`src/core/msp_pkg.sv`:
```
// Purpose: Shared constants and types of the modem serial control port
// Assumes: One core clock; serial pins arrive asynchronously
// Notes:   Offsets, field positions and reset values are named here once
package msp_pkg;
    localparam int          ADDR_W                  = 6;   // Resource address width
    localparam int          DATA_W                  = 16;  // Payload word width
    localparam int          HDR_RW_BIT              = 7;   // Read flag position in header
    localparam int          XTAL_TRIM_MSB           = 15;  // Crystal trim field top bit
    localparam int          XTAL_TRIM_LSB           = 8;   // Crystal trim field low bit
    localparam int          CLOCK_OUT_PIN_RATE_MSB           = 2;   // Clock-out rate field top bit
    localparam int          CLOCK_OUT_PIN_RATE_LSB           = 0;   // Clock-out rate field low bit
    localparam logic [5:0]  CLOCK_OUT_CONTROL_OFFSET = 6'h0a;
    localparam logic [15:0] CLOCK_OUT_CONTROL_RESET = 16'h0000;
    localparam logic [15:0] REGFILE_RESET           = 16'h0000;
    localparam logic [2:0]  CLOCK_OUT_PIN_RATE_UNDIVIDED     = 3'h0;
    localparam logic [3:0]  HDR_LAST_BIT            = 4'h7;
    localparam logic [3:0]  WORD_LAST_BIT           = 4'hf;

    // Transaction phases
    typedef enum logic [1:0] {
        ST_IDLE   = 2'b00,
        ST_HEADER = 2'b01,
        ST_WRITE  = 2'b10,
        ST_READ   = 2'b11
    } msp_state_type;

    // True when an address selects the clock-out control register
    function automatic logic msp_is_clock_ctl(input logic [5:0] addr);
        msp_is_clock_ctl = (addr == CLOCK_OUT_CONTROL_OFFSET);
    endfunction : msp_is_clock_ctl
endpackage : msp_pkg

```
`src/core/msp_regfile.sv`:
```
// Purpose: Internal resource memory reached through the serial port
// Assumes: One write port and one read port, both on the core clock
// Notes:   Read data come out of a register one cycle after the request
module msp_regfile
    import msp_pkg::*;
#(
    parameter int AW = ADDR_W,                  // Address width
    parameter int DW = DATA_W                   // Word width
) (
    input  wire logic          clock,           // Core clock
    input  wire logic          rst,             // Async reset, active high
    input  wire logic          wr_en,           // Write strobe
    input  wire logic [AW-1:0] wr_addr,         // Write address
    input  wire logic [DW-1:0] wr_data,         // Write data
    input  wire logic          rd_en,           // Read strobe
    input  wire logic [AW-1:0] rd_addr,         // Read address
    output logic      [DW-1:0] rd_data_q        // Registered read data
);
    logic [DW-1:0] mem_q [0:(1<<AW)-1];
    logic [DW-1:0] rd_data_d;

    // Next read word
    always_comb begin
        rd_data_d = rd_en ? mem_q[rd_addr] : rd_data_q;
    end

    // Storage and read register
    always_ff @(posedge clock or posedge rst) begin
        if (rst) begin
            rd_data_q <= REGFILE_RESET;
            for (int i = 0; i < (1<<AW); i++) begin
                mem_q[i] <= REGFILE_RESET;
            end
        end else begin
            rd_data_q <= rd_data_d;
            if (wr_en) begin
                mem_q[wr_addr] <= wr_data;
            end
        end
    end
endmodule : msp_regfile

```
`src/core/msp_port.sv`:
```
// Purpose: Slave serial control port of a low-power radio modem
// Assumes: Core clock well above the host shift clock (half period >= 4 cores)
// Notes:   Frame select and data-in pins pass two flip-flops, shift clock three; edges found on the core clock
// What this block does
// - A transaction holds three or more eight-bit bursts
// - Data sampled on shift clock rise, outgoing data changes on fall
// - Every burst moves eight bits, most significant first
// - After the header data flows one way only, never full duplex
// - Read sends device data to host; write stores host data in device
// - Payload is two bytes or more
// - Device is slave only and never drives the shift clock
// - Serial shifting static; internal transfers run on the core clock
// - Trim field bits 15-8 sets reference; zero is highest frequency
// - Clock-out rate 000 passes undivided reference to clock output
// - Internal switch: bias high while transmitting, low while receiving
// - External switch control polarity is selectable
// - Port answers only in idle or higher, dead in hibernate and doze
module msp_port
    import msp_pkg::*;
(
    input  wire logic       clock,                  // Core clock, 10 MHz
    input  wire logic       rst,                    // Async reset, active high
    input  wire logic       frame_select_n,         // Frame select pin, active low
    input  wire logic       host_shift_clock,       // Serial clock from host
    input  wire logic       mosi,                   // Serial data from host
    output logic            miso,                   // Serial data to host
    output logic            miso_oe,                // Drive enable of miso
    input  wire logic       modem_active,           // Modem in idle or higher mode
    input  wire logic       reference_clock,        // 16 MHz reference
    input  wire logic       transmit_active,        // Radio transmitting
    input  wire logic       external_switch_mode,   // Bias drives external switch
    input  wire logic       switch_polarity_invert, // Invert external switch control
    output logic            clock_out_pin,          // Reference clock output
    output logic [7:0]      xtal_trim,              // Crystal warp trim
    output logic [2:0]      clock_out_rate,         // Clock-out rate field
    output logic            antenna_switch_bias     // Antenna switch bias
);
    msp_state_type state_q, state_d;
    logic              fs_s1_q, fs_s1_d, fs_s2_q, fs_s2_d;
    logic              sck_s1_q, sck_s1_d, sck_s2_q, sck_s2_d, sck_s3_q, sck_s3_d;
    logic              mosi_s1_q, mosi_s1_d, mosi_s2_q, mosi_s2_d;
    logic [3:0]        bit_cnt_q, bit_cnt_d;
    logic [DATA_W-1:0] shift_q, shift_d;
    logic [DATA_W-1:0] tx_q, tx_d;
    logic [DATA_W-1:0] ctl_q, ctl_d;
    logic [ADDR_W-1:0] addr_q, addr_d;
    logic              load_q, load_d;
    logic              miso_q, miso_d;
    logic              bias_q, bias_d;
    logic              sck_rise, sck_fall, selected;
    logic              mem_wr_en, mem_rd_en;
    logic [DATA_W-1:0] mem_wr_data, mem_rd_data;
    logic [DATA_W-1:0] word_in;

    // Internal resources other than the clock-out control register
    msp_regfile #(
        .AW (ADDR_W),
        .DW (DATA_W)
    ) u_regfile (
        .clock     (clock),
        .rst       (rst),
        .wr_en     (mem_wr_en),
        .wr_addr   (addr_q),
        .wr_data   (mem_wr_data),
        .rd_en     (mem_rd_en),
        .rd_addr   (addr_d),
        .rd_data_q (mem_rd_data)
    );

    // Edges of the synchronised pins; second and third stages only
    assign sck_rise = sck_s2_q & ~sck_s3_q;
    assign sck_fall = ~sck_s2_q & sck_s3_q;
    assign selected = ~fs_s2_q & modem_active;
    assign word_in  = {shift_q[DATA_W-2:0], mosi_s2_q};

    // Next values of the serial engine
    always_comb begin
        fs_s1_d     = frame_select_n;
        fs_s2_d     = fs_s1_q;
        sck_s1_d    = host_shift_clock;
        sck_s2_d    = sck_s1_q;
        sck_s3_d    = sck_s2_q;
        mosi_s1_d   = mosi;
        mosi_s2_d   = mosi_s1_q;
        state_d     = state_q;
        bit_cnt_d   = bit_cnt_q;
        shift_d     = shift_q;
        tx_d        = tx_q;
        ctl_d       = ctl_q;
        addr_d      = addr_q;
        load_d      = 1'b0;
        miso_d      = miso_q;
        mem_wr_en   = 1'b0;
        mem_wr_data = word_in;
        mem_rd_en   = 1'b0;
        // Word fetched by the previous cycle is moved into the send register
        if (load_q) begin
            tx_d = msp_is_clock_ctl(addr_q) ? ctl_q : mem_rd_data;
        end
        if (!selected) begin
            state_d   = ST_IDLE;
            bit_cnt_d = 4'h0;
            miso_d    = 1'b0;
        end else begin
            case (state_q)
                ST_IDLE: begin
                    state_d   = ST_HEADER;
                    bit_cnt_d = 4'h0;
                end
                ST_HEADER: begin
                    if (sck_rise) begin
                        shift_d   = word_in;
                        bit_cnt_d = bit_cnt_q + 4'h1;
                        if (bit_cnt_q == HDR_LAST_BIT) begin
                            bit_cnt_d = 4'h0;
                            addr_d    = word_in[ADDR_W-1:0];
                            if (word_in[HDR_RW_BIT]) begin
                                state_d   = ST_READ;
                                mem_rd_en = 1'b1;
                                load_d    = 1'b1;
                            end else begin
                                state_d   = ST_WRITE;
                            end
                        end
                    end
                end
                ST_WRITE: begin
                    // Only host data is taken; miso stays low
                    if (sck_rise) begin
                        shift_d   = word_in;
                        bit_cnt_d = bit_cnt_q + 4'h1;
                        if (bit_cnt_q == WORD_LAST_BIT) begin
                            bit_cnt_d = 4'h0;
                            addr_d    = addr_q + 6'h01;
                            if (msp_is_clock_ctl(addr_q)) begin
                                ctl_d = word_in;
                            end else begin
                                mem_wr_en = 1'b1;
                            end
                        end
                    end
                end
                ST_READ: begin
                    // Host data ignored; words stream out with address advancing
                    if (sck_rise) begin
                        bit_cnt_d = bit_cnt_q + 4'h1;
                        if (bit_cnt_q == WORD_LAST_BIT) begin
                            bit_cnt_d = 4'h0;
                            addr_d    = addr_q + 6'h01;
                            mem_rd_en = 1'b1;
                            load_d    = 1'b1;
                        end
                    end
                    if (sck_fall) begin
                        miso_d = tx_q[WORD_LAST_BIT - bit_cnt_q];
                    end
                end
                default: begin
                    state_d = ST_IDLE;
                end
            endcase
        end
    end

    // Bias follows the radio direction; inverted only for an external switch
    always_comb begin
        bias_d = transmit_active ^ (external_switch_mode & switch_polarity_invert);
    end

    // State registers
    always_ff @(posedge clock or posedge rst) begin
        if (rst) begin
            fs_s1_q   <= 1'b1;
            fs_s2_q   <= 1'b1;
            sck_s1_q  <= 1'b0;
            sck_s2_q  <= 1'b0;
            sck_s3_q  <= 1'b0;
            mosi_s1_q <= 1'b0;
            mosi_s2_q <= 1'b0;
            state_q   <= ST_IDLE;
            bit_cnt_q <= 4'h0;
            shift_q   <= REGFILE_RESET;
            tx_q      <= REGFILE_RESET;
            ctl_q     <= CLOCK_OUT_CONTROL_RESET;
            addr_q    <= 6'h00;
            load_q    <= 1'b0;
            miso_q    <= 1'b0;
            bias_q    <= 1'b0;
        end else begin
            fs_s1_q   <= fs_s1_d;
            fs_s2_q   <= fs_s2_d;
            sck_s1_q  <= sck_s1_d;
            sck_s2_q  <= sck_s2_d;
            sck_s3_q  <= sck_s3_d;
            mosi_s1_q <= mosi_s1_d;
            mosi_s2_q <= mosi_s2_d;
            state_q   <= state_d;
            bit_cnt_q <= bit_cnt_d;
            shift_q   <= shift_d;
            tx_q      <= tx_d;
            ctl_q     <= ctl_d;
            addr_q    <= addr_d;
            load_q    <= load_d;
            miso_q    <= miso_d;
            bias_q    <= bias_d;
        end
    end

    // Pin outputs; miso is driven only during the read data phase
    assign miso                = miso_q;
    assign miso_oe             = (state_q == ST_READ);
    assign xtal_trim           = ctl_q[XTAL_TRIM_MSB:XTAL_TRIM_LSB];
    assign clock_out_rate      = ctl_q[CLOCK_OUT_PIN_RATE_MSB:CLOCK_OUT_PIN_RATE_LSB];
    assign clock_out_pin       = reference_clock &
                                 (clock_out_rate == CLOCK_OUT_PIN_RATE_UNDIVIDED);
    assign antenna_switch_bias = bias_q;
endmodule : msp_port

```
`config.mk`:
```
export PLATFORM = sky130hd
export DESIGN_NAME = msp_port
export DESIGN_NICKNAME = d
export VERILOG_FILES = /design/src/core/msp_pkg.sv /design/src/core/msp_regfile.sv /design/src/core/msp_port.sv
export SDC_FILE = /design/constraint.sdc
export NUM_CORES = 2
export LEC_CHECK = 0
export BUFFER_PORTS_ARGS = -buffer_cell sky130_fd_sc_hd__buf_2
export CORE_MARGIN = 2
export CORE_UTILIZATION = 40
export CTS_CLUSTER_DIAMETER = 150
export DETAILED_ROUTE_END_ITERATION = 8
export PLACE_DENSITY_LB_ADDON = 0.08
export SLEW_MARGIN = 15
export SYNTH_ARGS = -nofsm -noshare
export SYNTH_HDL_FRONTEND = slang
export SYNTH_SLANG_ARGS = --single-unit
```
`constraint.sdc`:
```
create_clock -name clock -period 105.5 [get_ports clock]
set_input_delay 15.825 -clock clock [delete_from_list [all_inputs] [get_ports clock]]
set_output_delay 15.825 -clock clock [all_outputs]
set_load 0.005 [all_outputs]
```
==> out/qor.csv <==
stage,metric,value,unit
grt,GRT overflow,0,
logic_synthesis,Mapped Nets,4152,
finish,nets,4046,
power,cell internal pwr,0.000697,W
placement,routability cong.,0.803,
worst_setup_path,Worst setup SP type,input port,
worst_setup_path,Bufs and invs on worst path,2,
sta,final setup violation count,0,
logic_synthesis,Synth area leaders,"dfrtp_1 (55%), mux2_2 (23%), mux2i_1 (6.0%)",
grt,initial antenna violation count,2,
die,Initial Util,0.404,
routing,Via Count,32700,
finish,final core occ,0.451,
power,Static Leak,27.1,nW
power,sequential share of power,0.469,
worst_setup_path,family with the most delay on the worst path,buffers and inverters,
clock_network,CTS tree,done,
outcome,status,finished clean,
worst_setup_path,Reg2Reg Setup Slack,98.74,ns
finish,share of post-route cells with drive strength above 1,0.350,
worst_setup_path,Worst Path Arrival,16.26,ns
placement,input/output buffers,24,
worst_setup_path,reg2reg end,u_regfile.rd_data_q[4],
grt,first-pass GRT wire length,226000,um
sta,Fmax,0.0312,GHz
job,Max Cap Violations,0,
routing,WL final,150000,um
clock_network,Clock transition at path regs,0.05,ns
worst_setup_path,Worst Setup End Kind,primary output,
routing,routed len/inst,26.0,um
finish,"most common cell after layout, fill and taps aside",dfrtp_1,
clock_network,total CTS buffers,131,
sta,total negative setup slack,0,ns
power,Max VDD drop,0.0149,mV
power,Clk pwr share,0.485,
logic_synthesis,top_reg_cell synth,dfrtp_1,
finish,most frequent cells in the layout,"dfrtp_1 (1,091), mux2_2 (1,055), nand2_1 (514), mux2i_1 (302), a21oi_1 (245)",
logic_synthesis,Post-synth EDFFs,0,
worst_setup_path,Crit Path Class,input port to primary output,
sta,Hold Slack,0.349,ns
die,Die Wd,360,um
logic_synthesis,#FFs+latches synth,1109,
logic_synthesis,Post-Syn Instances,4135,
hold_path,hold path cells,0,
sta,Tmin final,32.09,ns
logic_synthesis,"area leader, netlist",dfrtp_1,
grt,vias in the first global route,33000,
hold_path,Hold Crit Class,flip-flop to flip-flop,
die,core area,126000,um^2
routing,Pre-antenna DRT Iters,5,
sta,RSZ-0062 raised after global routing,no,
placement,DP HPWL,83700,um
placement,Inst Count DP,5546,
power,sw power,0.000213,W
grt,largest net degree at the start of global routing,166,
worst_setup_path,cells along the critical path,"buf_2, nor4b_1, buf_2",
logic_synthesis,Avg Inst Size Synth,12.3,um^2
clock_network,CTS Buffer Depth,3,
clock_network,# clock sinks,1109,
hold_path,hold endpoint,mosi_s2_q,
power,Comb pwr share,0.046,
worst_setup_path,FF-to-FF path depth,12,
sta,Slew headroom,0.147,
logic_synthesis,sequential fraction of the synthesis area,0.547,
logic_synthesis,Yosys cell types,60,
logic_synthesis,Mapped Area,50800,um^2
worst_setup_path,"most used cell, CP",buf_2,
die,Ports,25,
routing,1st-iter DRT viols,2422,
clock_network,clk_lat worst skew,0.76,ns
sta,final hold violation count,0,
logic_synthesis,ys async rst share,1.00,
sta,final period utilization,0.304,
sta,Max Slew Vio Count,0,
die,Die Area,130000,um^2
worst_setup_path,Critical Path Max Stage Delay,0.20,ns
hold_path,min-delay src,mosi_s1_q,
clock_network,# hold bufs at CTS,0,
grt,all-layer global routing usage,0.232,
clock_network,Root Driver,clkbuf_16,
routing,Routed Antenna Nets,0,
die,Rows,130,
power,switch share,0.234,
clock_network,post-CTS sizing,0,
finish,# fillers,11700,
worst_setup_path,Critical Path RT,89.68,ns
worst_setup_path,Reg-to-Reg Start,bit_cnt_q[0],
routing,post-DR vias/cell,5.66,
worst_setup_path,critical-path maximum fanout,1,
finish,Synth-to-Final Area Change,11.6,%
die,Die Y,360,um
logic_synthesis,share of the synthesized area in the top cell type,0.546,
sta,worst slew pin tran,1.27,ns
clock_network,CTS H-Tree Depth,4,
power,PD cells,16.1,nW/um^2
worst_setup_path,CP max-delay cell,nor4b_1,
logic_synthesis,Ys Warns,0,
power,Total Power,0.000910,W
routing,drc violations,0,
sta,clk_skew,0.0307,ns
clock_network,setup bufs post-CTS,0,
finish,non-filler instance count after layout,5780,
[power groups by stage]
stage	sequential [W]	clock, W	combinational (W)
2_1_floorplan	0.000435	0	0.0000305
3_3_place_gp	0.000434	0	0.0000437
3_5_place_dp	0.000434	0	0.0000435
4_1_cts	0.000427	0.000453	0.0000435
5_1_grt	0.000427	0.000471	0.0000460
6_report	0.000427	0.000441	0.0000423
[per-layer routing]
| metal | part of all wire | wire length [um] | vias to the layer above | track usage |
|---|---|---|---|---|
| met5 | 0 | 0 | - | 0 |
| met2 | 0.45 | 68100 | 552 | 0.358 |
| met4 | 0.024 | 3630 | 0 | 0.0654 |
| li1 | - | - | 14500 | - |
| met1 | 0.49 | 73100 | 17400 | 0.340 |
| met3 | 0.035 | 5330 | 189 | 0.0326 |
[cells by family (layout without fill, tap and decap cells)]
family / count (synthesis) / after routing / share of synthesized area
multiplexers: 1364 / 1364 / 0.297
buffers and inverters: 378 / 370 / 0.0315
AO/OA/AOI/OAI: 496 / 496 / 0.0552
AND/OR/NAND/NOR: 780 / 780 / 0.0681
XOR/XNOR: 1 / 1 / 0.000173
adder cells (fa/ha/maj): 7 / 7 / 0.00172
other: 0 / 3 / 0
flip-flops: 1109 / 1109 / 0.547
[final cells by class]
class / count / area [um^2] / share of cell area
flip-flops and latches: 1109 / 27800 / 0.490
multi-input cells: 2648 / 21600 / 0.381
clock buffers: 217 / 4030 / 0.0711
well taps: 1650 / 2060 / 0.0364
repair buffers: 129 / 1010 / 0.0178
clock inverters: 14 / 124 / 0.00219
inverters: 10 / 52.6 / 0.000928
diodes: 3 / 7.51 / 0.000133
[state kept, by name (all words and copies together) (netlist names), 2 cells and up]
register / flops
bit_cnt_q: 4
state_q: 2
tx_q: 16
shift_q: 15
u_regfile.mem_q: 1024
addr_q: 6
ctl_q: 16
u_regfile.rd_data_q: 16
[worst reg2reg max path: stages (launching register included)]
cell and delay, ns:
dfrtp_1 0.63, ha_1 0.32, and4b_1 0.52, a31oi_1 0.38
a2111oi_4 0.42, buf_4 0.67, buf_4 0.76, buf_12 0.61
mux2i_1 0.59, o22ai_1 0.15, nor4_2 0.91, nor4_2 0.30
a211o_1 0.39
[through the flow]
| stage | setup WS [ns] | cell area [um^2] |
|---|---|---|
| 2_1_floorplan | 58.45 | 50800 |
| 3_3_place_gp | 73.41 | 52500 |
| 3_5_place_dp | 73.42 | 52500 |
| 4_1_cts | 73.42 | 56600 |
| 5_1_grt | 73.35 | 56600 |
| 6_report | 73.41 | 56700 |
[Yosys cell counts, types with 8 or more instances]
cell type	number
o21ai_0	62
nor2_1	59
nor4_1	114
o22ai_1	127
and3_1	8
buf_1	13
buf_4	14
dfrtp_1	1107
a211o_1	14
nor3_1	18
buf_2	104
clkbuf_1	237
mux2i_1	302
a21oi_1	245
nand3_1	21
nand2_1	514
o21ai_1	15
mux2_2	1055
[how the worst max path moves through the flow]
stage | start | end | cells after the start
5_1_grt | reference_clock | clock_out_pin | 3
3_3_place_gp | reference_clock | clock_out_pin | 3
4_1_cts | reference_clock | clock_out_pin | 3
3_5_place_dp | reference_clock | clock_out_pin | 3
6_report | reference_clock | clock_out_pin | 3
2_1_floorplan | rst | addr_q[0] | 1
Power figures use the tool's default switching activity.
